**src/rtl/pb_alt_pkg.sv**
```systemverilog
package pb_alt_pkg;
    // ------------------------------------------------------------
    // port geometry
    // ------------------------------------------------------------
    localparam int PORT_W = 8;           // pins in the port
    localparam int SYNC_STAGES = 2;      // flops ahead of pin logic

    // ------------------------------------------------------------
    // pin positions of the alternate functions
    // ------------------------------------------------------------
    localparam int BIT_SCLK = 7;         // serial clock, stage 0b
    localparam int BIT_STAGE1B = 6;      // stage output 1b
    localparam int BIT_IRQ2 = 5;         // external interrupt 2
    localparam int BIT_AMP0P = 4;        // amplifier 0 plus input
    localparam int BIT_AMP0N = 3;        // amplifier 0 minus input
    localparam int BIT_IRQ1 = 2;         // external interrupt 1
    localparam int BIT_MOSI = 1;         // serial data, stage 2b
    localparam int BIT_MISO = 0;         // serial data, stage 2a

    // ------------------------------------------------------------
    // reset values
    // ------------------------------------------------------------
    localparam logic [PORT_W-1:0] RST_OE_N = 8'hff;   // not driving
    localparam logic [PORT_W-1:0] RST_ZERO = 8'h00;   // low / off
    localparam logic [1:0] LIVE_DONE = 2'h3;          // settle count
endpackage

```
**src/rtl/port_b_alternate_override.sv**
```systemverilog
`timescale 1ns/100ps
// What this block does
// - slave mode forces serial clock pin input unless stage 0b is enabled
// - master mode: clock pin follows direction bit
// - forced clock pin pull-up follows output bit and global disable
// - slave mode forces data-in pin bit 1 input
// - master mode: bit 1 follows direction bit
// - forced bit 1 pull-up: output bit, global disable
// - master mode forces bit 0 input
// - slave mode: bit 0 follows direction bit
// - forced bit 0 pull-up: output bit, global disable
// - bit 7 driver override from slave or stage
// - bit 7 driven value from stage 0b terms
// - serial clock in from bit 7, gated
// - serial data in from bit 1, gated
// - serial data in from bit 0, gated
// - stage 1b enable drives bit 6 out
// - analog disables turn off digital inputs
// - bit 5 feeds irq 2, forced on
// - bit 2 feeds irq 1, forced on
// - amplifier 0 disable kills bits 4, 3
// - every pin is a pin-change source
// - bits 0, 1 carry stage 2a, 2b
// - default pull-up only for 0b010 pattern
// - direction override decides driver enable
// - value override replaces output bit
// - input override beats sleep state
module port_b_alternate_override
(
    input  wire logic                        MCLK,   // i/o clock
    input  wire logic                        RESET,  // async, high
    input  wire logic [pb_alt_pkg::PORT_W-1:0] DIR,  // direction bits
    input  wire logic [pb_alt_pkg::PORT_W-1:0] OUT,  // output bits
    input  wire logic                 GLOBAL_PULLUP_DISABLE, // all off
    input  wire logic                 SLEEP,         // clamp inputs
    input  wire logic                 SERIAL_PERIPH_ON,      // spi on
    input  wire logic                 SERIAL_MASTER_SELECT,  // master
    input  wire logic                 SERIAL_PIN_SET_SELECT, // alt set
    input  wire logic                 STAGE_OUT_B0_ENABLE,   // 0b en
    input  wire logic                 STAGE_OUT_B0_VALUE,    // 0b val
    input  wire logic                 STAGE_OUT_B1_ENABLE,   // 1b en
    input  wire logic                 STAGE_OUT_B1_VALUE,    // 1b val
    input  wire logic                 STAGE_OUT_A2_ENABLE,   // 2a en
    input  wire logic                 STAGE_OUTPUT_TWO_A,    // 2a val
    input  wire logic                 STAGE_OUT_B2_ENABLE,   // 2b en
    input  wire logic                 STAGE_OUTPUT_TWO_B,    // 2b val
    input  wire logic                 ANALOG4_INPUT_DISABLE, // ch 4
    input  wire logic                 ANALOG5_INPUT_DISABLE, // ch 5
    input  wire logic                 ANALOG6_INPUT_DISABLE, // ch 6
    input  wire logic                 ANALOG7_INPUT_DISABLE, // ch 7
    input  wire logic                 AMP0_INPUT_DISABLE,    // amp 0
    input  wire logic                 EXT_IRQ2_ENABLE,       // irq 2
    input  wire logic                 EXT_IRQ1_ENABLE,       // irq 1
    input  wire logic                 CLOCK_IN_GATE_QUAL,    // clk gate
    input  wire logic                 DATA_IN_GATE_QUAL,     // data gate
    input  wire logic [pb_alt_pkg::PORT_W-1:0] PIN_IN,   // pad level
    output logic [pb_alt_pkg::PORT_W-1:0] PIN_OUT,       // pad value
    output logic [pb_alt_pkg::PORT_W-1:0] PIN_OE_N,      // low=drive
    output logic [pb_alt_pkg::PORT_W-1:0] PIN_PULLUP,    // pull-up on
    output logic [pb_alt_pkg::PORT_W-1:0] DIG_IN,        // gated input
    output logic [pb_alt_pkg::PORT_W-1:0] PIN_CHANGE_SRC, // pcint srcs
    output logic                 EXT_IRQ_2,         // irq 2 source
    output logic                 EXT_IRQ_1,         // irq 1 source
    output logic                 SERIAL_CLOCK_IN,   // spi clock in
    output logic                 SERIAL_DATA_IN_MOSI, // spi mosi in
    output logic                 SERIAL_DATA_IN_MISO  // spi miso in
);
    import pb_alt_pkg::*;

    // ------------------------------------------------------------
    // override vectors, one bit per pin
    // ------------------------------------------------------------
    logic [PORT_W-1:0] pullup_override_en;    // pull-up takeover
    logic [PORT_W-1:0] pullup_override_val;   // pull-up value
    logic [PORT_W-1:0] dir_override_en;       // driver takeover
    logic [PORT_W-1:0] dir_override_val;      // driver value
    logic [PORT_W-1:0] value_override_en;     // value takeover
    logic [PORT_W-1:0] value_override_val;    // value driven
    logic [PORT_W-1:0] input_en_override_en;  // input takeover
    logic [PORT_W-1:0] input_en_override_val; // input enable value
    logic [PORT_W-1:0] pin_out_next;          // next pad value
    logic [PORT_W-1:0] oe_n_next;             // next enable
    logic [PORT_W-1:0] pullup_next;           // next pull-up
    logic [PORT_W-1:0] din_en;                // digital input enable
    logic [PORT_W-1:0] sync1_reg;             // first sync stage
    logic [PORT_W-1:0] sync2_reg;             // second sync stage
    logic [1:0]        live_reg;              // cycles since reset
    logic              set_on;                // spi owns this pin set
    logic              slave_cond;            // spi on as slave
    logic              master_cond;           // spi on as master
    logic              pud_n;                 // pull-ups allowed

    assign set_on      = ~SERIAL_PIN_SET_SELECT;
    assign slave_cond  = SERIAL_PERIPH_ON & ~SERIAL_MASTER_SELECT & set_on;
    assign master_cond = SERIAL_PERIPH_ON & SERIAL_MASTER_SELECT & set_on;
    assign pud_n       = ~GLOBAL_PULLUP_DISABLE;

    // ------------------------------------------------------------
    // override terms per pin
    // ------------------------------------------------------------
    // builds every override; untouched cells stay zero
    always_comb
    begin
        pullup_override_en    = RST_ZERO;
        pullup_override_val   = RST_ZERO;
        dir_override_en       = RST_ZERO;
        dir_override_val      = RST_ZERO;
        value_override_en     = RST_ZERO;
        value_override_val    = RST_ZERO;
        input_en_override_en  = RST_ZERO;
        input_en_override_val = RST_ZERO;
        // slave forces input unless stage 0b is enabled, master leaves direction bit
        // forced pin pull-up from output bit and global disable
        pullup_override_en[BIT_SCLK]  = slave_cond;
        pullup_override_val[BIT_SCLK] = OUT[BIT_SCLK] & pud_n;
        // driver override from slave or stage 0b
        dir_override_en[BIT_SCLK]  = slave_cond | STAGE_OUT_B0_ENABLE;
        dir_override_val[BIT_SCLK] = STAGE_OUT_B0_ENABLE;
        value_override_en[BIT_SCLK]  = slave_cond | STAGE_OUT_B0_ENABLE;
        value_override_val[BIT_SCLK] =
            (STAGE_OUT_B0_VALUE & ~STAGE_OUT_B0_ENABLE & set_on) |
            (STAGE_OUT_B0_VALUE & STAGE_OUT_B0_ENABLE & set_on) |
            (STAGE_OUT_B0_VALUE & STAGE_OUT_B0_ENABLE & ~set_on);
        dir_override_en[BIT_STAGE1B]    = STAGE_OUT_B1_ENABLE;
        dir_override_val[BIT_STAGE1B]   = 1'b1;
        value_override_en[BIT_STAGE1B]  = STAGE_OUT_B1_ENABLE;
        value_override_val[BIT_STAGE1B] = STAGE_OUT_B1_VALUE;
        // slave forces bit 1 input, else stage 2b may take it
        // forced pull-up keeps output bit and global disable
        pullup_override_en[BIT_MOSI]  = slave_cond;
        pullup_override_val[BIT_MOSI] = OUT[BIT_MOSI] & pud_n;
        dir_override_en[BIT_MOSI]     = slave_cond | STAGE_OUT_B2_ENABLE;
        // master forces bit 0 input, else stage 2a may take it
        // forced pull-up keeps output bit and global disable
        pullup_override_en[BIT_MISO]  = master_cond;
        pullup_override_val[BIT_MISO] = OUT[BIT_MISO] & pud_n;
        dir_override_en[BIT_MISO]     = master_cond | STAGE_OUT_A2_ENABLE;
        // stage 2a, 2b drive only where the spi forces no input
        dir_override_val[BIT_MOSI]   = STAGE_OUT_B2_ENABLE & ~slave_cond;
        value_override_en[BIT_MOSI]  = STAGE_OUT_B2_ENABLE & ~slave_cond;
        value_override_val[BIT_MOSI] = STAGE_OUTPUT_TWO_B;
        dir_override_val[BIT_MISO]   = STAGE_OUT_A2_ENABLE & ~master_cond;
        value_override_en[BIT_MISO]  = STAGE_OUT_A2_ENABLE & ~master_cond;
        value_override_val[BIT_MISO] = STAGE_OUTPUT_TWO_A;
        input_en_override_en[BIT_SCLK]    = ANALOG4_INPUT_DISABLE;
        input_en_override_en[BIT_STAGE1B] = ANALOG7_INPUT_DISABLE;
        input_en_override_en[BIT_IRQ2]  = ANALOG6_INPUT_DISABLE |
                                          EXT_IRQ2_ENABLE;
        input_en_override_val[BIT_IRQ2] = EXT_IRQ2_ENABLE;
        input_en_override_en[BIT_AMP0P] = AMP0_INPUT_DISABLE;
        input_en_override_en[BIT_AMP0N] = AMP0_INPUT_DISABLE;
        input_en_override_en[BIT_IRQ1]  = ANALOG5_INPUT_DISABLE |
                                          EXT_IRQ1_ENABLE;
        input_en_override_val[BIT_IRQ1] = EXT_IRQ1_ENABLE;
    end
    // ------------------------------------------------------------
    // generic pin cell merge
    // ------------------------------------------------------------
    // folds overrides into the ordinary port controls
    always_comb
    begin
        for (int n = 0; n < PORT_W; n++)
        begin
            pullup_next[n] = pullup_override_en[n] ?
                pullup_override_val[n] :
                (~DIR[n] & OUT[n] & pud_n);
            oe_n_next[n] = ~(dir_override_en[n] ?
                dir_override_val[n] : DIR[n]);
            pin_out_next[n] = value_override_en[n] ?
                value_override_val[n] : OUT[n];
            din_en[n] = input_en_override_en[n] ?
                input_en_override_val[n] : ~SLEEP;
        end
    end
    // ------------------------------------------------------------
    // pad side registers
    // ------------------------------------------------------------
    // registers the pad controls; reset leaves pins undriven
    always_ff @(posedge MCLK or posedge RESET)
    begin
        if (RESET)
        begin
            PIN_OUT    <= RST_ZERO;
            PIN_OE_N   <= RST_OE_N;
            PIN_PULLUP <= RST_ZERO;
        end
        else
        begin
            PIN_OUT    <= pin_out_next;
            PIN_OE_N   <= oe_n_next;
            PIN_PULLUP <= pullup_next;
        end
    end

    // two-stage synchroniser on the pad levels
    always_ff @(posedge MCLK or posedge RESET)
    begin
        if (RESET)
        begin
            sync1_reg <= RST_ZERO;
            sync2_reg <= RST_ZERO;
        end
        else
        begin
            sync1_reg <= PIN_IN;
            sync2_reg <= sync1_reg;
        end
    end
    // ------------------------------------------------------------
    // input routing to peripherals
    // ------------------------------------------------------------
    // gates synced levels and hands them to each user
    always_ff @(posedge MCLK or posedge RESET)
    begin
        if (RESET)
        begin
            DIG_IN              <= RST_ZERO;
            PIN_CHANGE_SRC      <= RST_ZERO;
            EXT_IRQ_2           <= 1'b0;
            EXT_IRQ_1           <= 1'b0;
            SERIAL_CLOCK_IN     <= 1'b0;
            SERIAL_DATA_IN_MOSI <= 1'b0;
            SERIAL_DATA_IN_MISO <= 1'b0;
        end
        else
        begin
            DIG_IN <= sync2_reg & din_en;
            PIN_CHANGE_SRC <= sync2_reg & din_en;
            EXT_IRQ_2 <= sync2_reg[BIT_IRQ2] & din_en[BIT_IRQ2];
            EXT_IRQ_1 <= sync2_reg[BIT_IRQ1] & din_en[BIT_IRQ1];
            SERIAL_CLOCK_IN <= sync2_reg[BIT_SCLK] & din_en[BIT_SCLK] &
                               set_on & CLOCK_IN_GATE_QUAL;
            SERIAL_DATA_IN_MOSI <= sync2_reg[BIT_MOSI] &
                                   din_en[BIT_MOSI] & set_on &
                                   DATA_IN_GATE_QUAL;
            SERIAL_DATA_IN_MISO <= sync2_reg[BIT_MISO] &
                                   din_en[BIT_MISO] & set_on &
                                   DATA_IN_GATE_QUAL;
        end
    end

    // counts settle cycles so checks skip reset history
    always_ff @(posedge MCLK or posedge RESET)
    begin
        if (RESET)
            live_reg <= 2'h0;
        else if (live_reg != LIVE_DONE)
            live_reg <= live_reg + 2'h1;
    end
endmodule

```
**config.mk**
```make
export PLATFORM = sky130hd
export DESIGN_NAME = port_b_alternate_override
export DESIGN_NICKNAME = d
export VERILOG_FILES = /design/src/rtl/pb_alt_pkg.sv /design/src/rtl/port_b_alternate_override.sv
export SDC_FILE = /design/constraint.sdc
export NUM_CORES = 1
export LEC_CHECK = 0
export ABC_CLOCK_PERIOD_IN_PS = 4300
export BUFFER_PORTS_ARGS = -buffer_cell sky130_fd_sc_hd__buf_2
export CAP_MARGIN = 10
export CORE_UTILIZATION = 46
export CTS_CLUSTER_DIAMETER = 50
export DETAILED_ROUTE_END_ITERATION = 16
export GPL_TIMING_DRIVEN = 1
export PLACE_DENSITY = 0.84
export SLEW_MARGIN = 10
export SYNTH_ARGS = -nofsm -noshare
export SYNTH_HDL_FRONTEND = slang
export SYNTH_SLANG_ARGS = --single-unit
```
**constraint.sdc**
```tcl
create_clock -name MCLK -period 4.3 [get_ports MCLK]
set_clock_uncertainty 0.2 [all_clocks]
set_input_delay 0.215 -clock MCLK [delete_from_list [all_inputs] [get_ports MCLK]]
set_output_delay 0.215 -clock MCLK [all_outputs]
set_load 0.02 [all_outputs]
```
* Word-level counts from Yosys, hierarchy flattened
Index checks and enable logic that the tools add are counted.
Widths: inputs -> output; s select.
** Word-level totals
- Register bits after elaboration :: 53
- Input port bits :: 48
- Output and inout bits :: 45
- Logic and storage cells :: 95
** Cells by class
- Muxes and demuxes :: 16
- Bitwise gates (word level) :: 68
** Operators by type and width (count)
- $and 1x1->1 :: 41
- $not 1->1 :: 19
- $mux 1 :: 16
- $and 8x8->8 :: 1
- $or 1x1->1 :: 7

* Logic depth before layout (Yosys ltp)
- Depth in word-level cells :: 7
- Gate-level depth with buffers :: 3
- Gate-level depth less buffers :: 2

* Worst setup path after synthesis
Ideal clock, no wire load.
- Path kind :: in2reg
- Start point :: in SERIAL_PIN_SET_SELECT
- End point :: reg PIN_OUT[1] (netlist name)
- Library setup time :: 0.126 ns
- Data arrival time :: 1.039 ns
- Data required time :: 3.974 ns
- Path slack :: 2.935 ns
- Stages :: 3
- Path buffers :: 1
- Cell sequence :: or3b_1 -> buf_2 -> a311o_1
** On the way
- Word-level cells in the longest chain between the ends :: 5
** Ends and longest elaborated chain
- start, declared :: RTL line port_b_alternate_override.sv:38 : input wire logic SERIAL_PIN_SET_SELECT,
- $not 1->1 :: RTL line port_b_alternate_override.sv:93 : assign set_on = ~SERIAL_PIN_SET_SELECT;
- $and 1x1->1 :: RTL line port_b_alternate_override.sv:94 : assign slave_cond = SERIAL_PERIPH_ON & ~SERIAL_MASTER_SELECT & set_on;
- $not 1->1 :: RTL line port_b_alternate_override.sv:140 : value_override_en[BIT_MOSI] = STAGE_OUT_B2_ENABLE & ~slave_cond;
- $and 1x1->1 :: RTL line port_b_alternate_override.sv:140
- $mux 1 :: RTL line port_b_alternate_override.sv:169 : pin_out_next[n] = value_override_en[n] ?
- net pin_out_next[1] :: RTL line port_b_alternate_override.sv:81 : logic [PORT_W-1:0] pin_out_next;
- end signal, assigned :: RTL line port_b_alternate_override.sv:189 : PIN_OUT <= pin_out_next;
- end, declared :: RTL line port_b_alternate_override.sv:57 : output logic [pb_alt_pkg::PORT_W-1:0] PIN_OUT,
The timed path passes the listed nets, and every way through them passes these cells.

* Worst setup path after layout
- Start point :: in OUT[1] (netlist name)
- End point :: reg PIN_OUT[1] (netlist name)
** On the way
- Word-level cells in the longest chain between the ends :: 1
** Ends and longest elaborated chain
- start, declared :: RTL line port_b_alternate_override.sv:33 : input wire logic [pb_alt_pkg::PORT_W-1:0] OUT,
- $mux 1 :: RTL line port_b_alternate_override.sv:169
- net pin_out_next[1] :: RTL line port_b_alternate_override.sv:81
The timed path passes the listed nets, and every way through them passes these cells.

==> impl_metrics.json <==
{
  "status": "finished, final reports clean",
  "worst_setup_path_startpoint": "OUT[1]",
  "seq_power_share_pct": 57.1,
  "routabilityCongestion": 0.717,
  "maxCapViolations": 0,
  "timing_hold_violations_final": 0,
  "cts.path.max_buffers": 2,
  "fp.dieH_um": 62.5,
  "worst_ir_drop_vdd_uv": 333,
  "crit-reg2reg-capture": "DIG_IN[6]",
  "grt_start_max_net_pins": 52,
  "hold_path.startpoint": "OUT[0]",
  "fin_nets": 296,
  "critical_path_class": "primary input to register",
  "cts_resized": 0,
  "sw_frac_of_total_pct": 25.1,
  "total_routed_length_um": 4380,
  "ant_nets": 0,
  "timing.hold.worst_path_depth": 3,
  "internal_power_mw": 0.675,
  "most_frequent_cells_in_the_layout": "buf_2, dlygate4sd3_1, dfrtp_1",
  "fmax_mhz": 504,
  "grt_setup_unrepaired": "false",
  "dieArea_sq_um": 3910,
  "final.setup.tns_ps": 0,
  "clock-root-buffer": "clkbuf_4",
  "comb_power_share_pct": 16.3,
  "critical_path_peak_fanout": 3,
  "crit_arrival_ps": 2040,
  "regToRegSetupSlack_ps": 2930,
  "first_global_vias": 1576,
  "tightest_slew_ps": 998,
  "synth_nets": 158,
  "design.core.area_sq_um": 3420,
  "clk-insertion-delay-late_ps": 350,
  "detail_route.vias_per_cell": 4.79,
  "synth.avg_cell_area_sq_um": 15.3,
  "cts_num_sinks": 51,
  "startpoint_type": "primary input",
  "drive_gt1_share_pct": 45.0,
  "regToRegStartpoint": "sync2_reg[6]",
  "row_count": 21,
  "setup_violations": 0,
  "report.power.total_mw": 0.902,
  "hold_class": "primary input to register",
  "finalMaxSlewViolations": 0,
  "finalCritPeriodShare_pct": 46.1,
  "post_synth_inst_count": 110,
  "drcViolationCount": 0,
  "ys_seq_elements": 51,
  "grt.total_usage_pct": 24.7,
  "post_synth_instance_area_sq_um": 1690,
  "boundaryPins": 93,
  "gr-total-overflow": 0,
  "synth_seq_area_share_pct": 76.3,
  "drt-pass1-iter-count": 5,
  "drt_iter0_drc": 49,
  "diodes": 0,
  "timing.final.crit_period_ps": 1980,
  "leakage_nw": 1.41,
  "utilization_pct": 79.1,
  "routedWlPerCell_um": 14.9,
  "route.vias.total": 1414,
  "place.detailed.hpwl_um": 2190,
  "syn_to_final_growth_pct": 60.4,
  "worst-r2r-cell-count": 2,
  "die_boundary_width_um": 62.5,
  "most_frequent_standard_cell_in_the_layout_excluding_fill_and_tap_cells": "buf_2",
  "max_slew_margin_pct": 33.4,
  "cts_tree": "built",
  "clk_transition_reported_paths_ps": 140,
  "total_switching_power_mw": 0.227,
  "power_density_nw_per_um2": 334,
  "floorplan.initialDensity_pct": 49.3,
  "htreeDepth": 2,
  "hold-path-endpoint": "PIN_OUT[0]",
  "clock_network_power_share_pct": 26.6,
  "critPathCaptureType": "register",
  "distinct_cell_type_count_after_synthesis": 21,
  "ys_warn_count": 0,
  "grt_pass1_wl_um": 7180,
  "numPortBuffers": 92,
  "cts_inserted_buffers": 5,
  "grt_antenna_before_repair": 0,
  "worst_ep_required_time_ps": 4360
}
[how the worst max path moves through the flow]
stage | endpoint
finish | PIN_OUT[1]
floorplan | DIG_IN[0]
CTS | PIN_OUT[1]
global route | PIN_OUT[1]
global placement | PIN_OUT[7]
detailed placement | PIN_OUT[7]
[cells by family (layout without fill, tap and decap cells)]
logic type	Yosys count	count (layout)	synth area share [%]
DFF	51	51	76.3
and+or+nand+nor	29	29	12.2
buffers and inverters	18	157	6.31
AOI/OAI and AO/OA	11	11	4.45
muxes	1	1	0.668
[area by class of cell]
class | count | area, sq um
Sequential cell | 51 | 1290
Clock buffer | 7 | 65.1
Clock inverter | 1 | 7.51
Inverter | 6 | 22.5
Multi-Input combinational cell | 41 | 293
Timing Repair Buffer | 143 | 971
Fill cell | 203 | 713
Tap cell | 46 | 57.6
[power by group through the flow]
stage	registers, mW	logic, mW	clock network [mW]
6_report	0.515	0.147	0.240
3_3_place_gp	0.521	0.104	0
4_1_cts	0.514	0.142	0.243
5_1_grt	0.517	0.157	0.270
3_5_place_dp	0.523	0.105	0
2_1_floorplan	0.545	0.0370	0
[synth_stat cells (all sizes together)]
library cell	instances	area share [%]
nor2	4	0.89
nand3b	1	0.45
mux2	1	0.67
and3	2	0.74
and4bb	2	1.5
a21oi	4	1.2
o21ai	2	0.59
and4b	2	1.2
dfstp	8	12
nor2b	4	1.5
clkbuf	1	0.22
buf	11	4.8
a311o	3	1.8
nand2b	3	1.1
nor3b	9	4.0
or3b	1	0.52
dfrtp	43	64
o21a	2	0.89
inv	6	1.3
and2	1	0.37
[layer usage]
| metal | vias to the layer above | global-route usage (%) | part of all wire (%) |
|---|---|---|---|
| met2 | 100 | 45.4 | 53 |
| li1 | 631 | - | - |
| met5 | - | 0 | 0 |
| met3 | 8 | 7.66 | 8.5 |
| met1 | 675 | 26.9 | 37 |
| met4 | 0 | 7.85 | 1.6 |
[worst max-delay path, stage by stage]
cell and delay, ps:
dlygate4sd3_1 550, buf_2 150, and4bb_2 240, a311o_1 330, dlygate4sd3_1 560
[through the flow]
stage / area (sq um) / setup slack (ps) / std cells / hold slack, ps
finish: 2700 / 2320 / 295 / 31.4
global placement: 2120 / 2800 / 236 / 124
global route: 2700 / 2340 / 295 / 58.1
CTS: 2700 / 2430 / 295 / 12.3
detailed placement: 2120 / 2780 / 236 / 124
floorplan: 1690 / 2670 / 110 / 41.2
[repair_timing]
| item | 4_1_cts | 5_1_grt |
|---|---|---|
| hold buffers | 51 | 0 |
| endpoints found under the hold margin | 86 | 0 |
| setup buffers | 0 | 0 |
| setup endpoints to repair | 0 | 0 |
No activity file was read; power rests on OpenSTA's default activity.
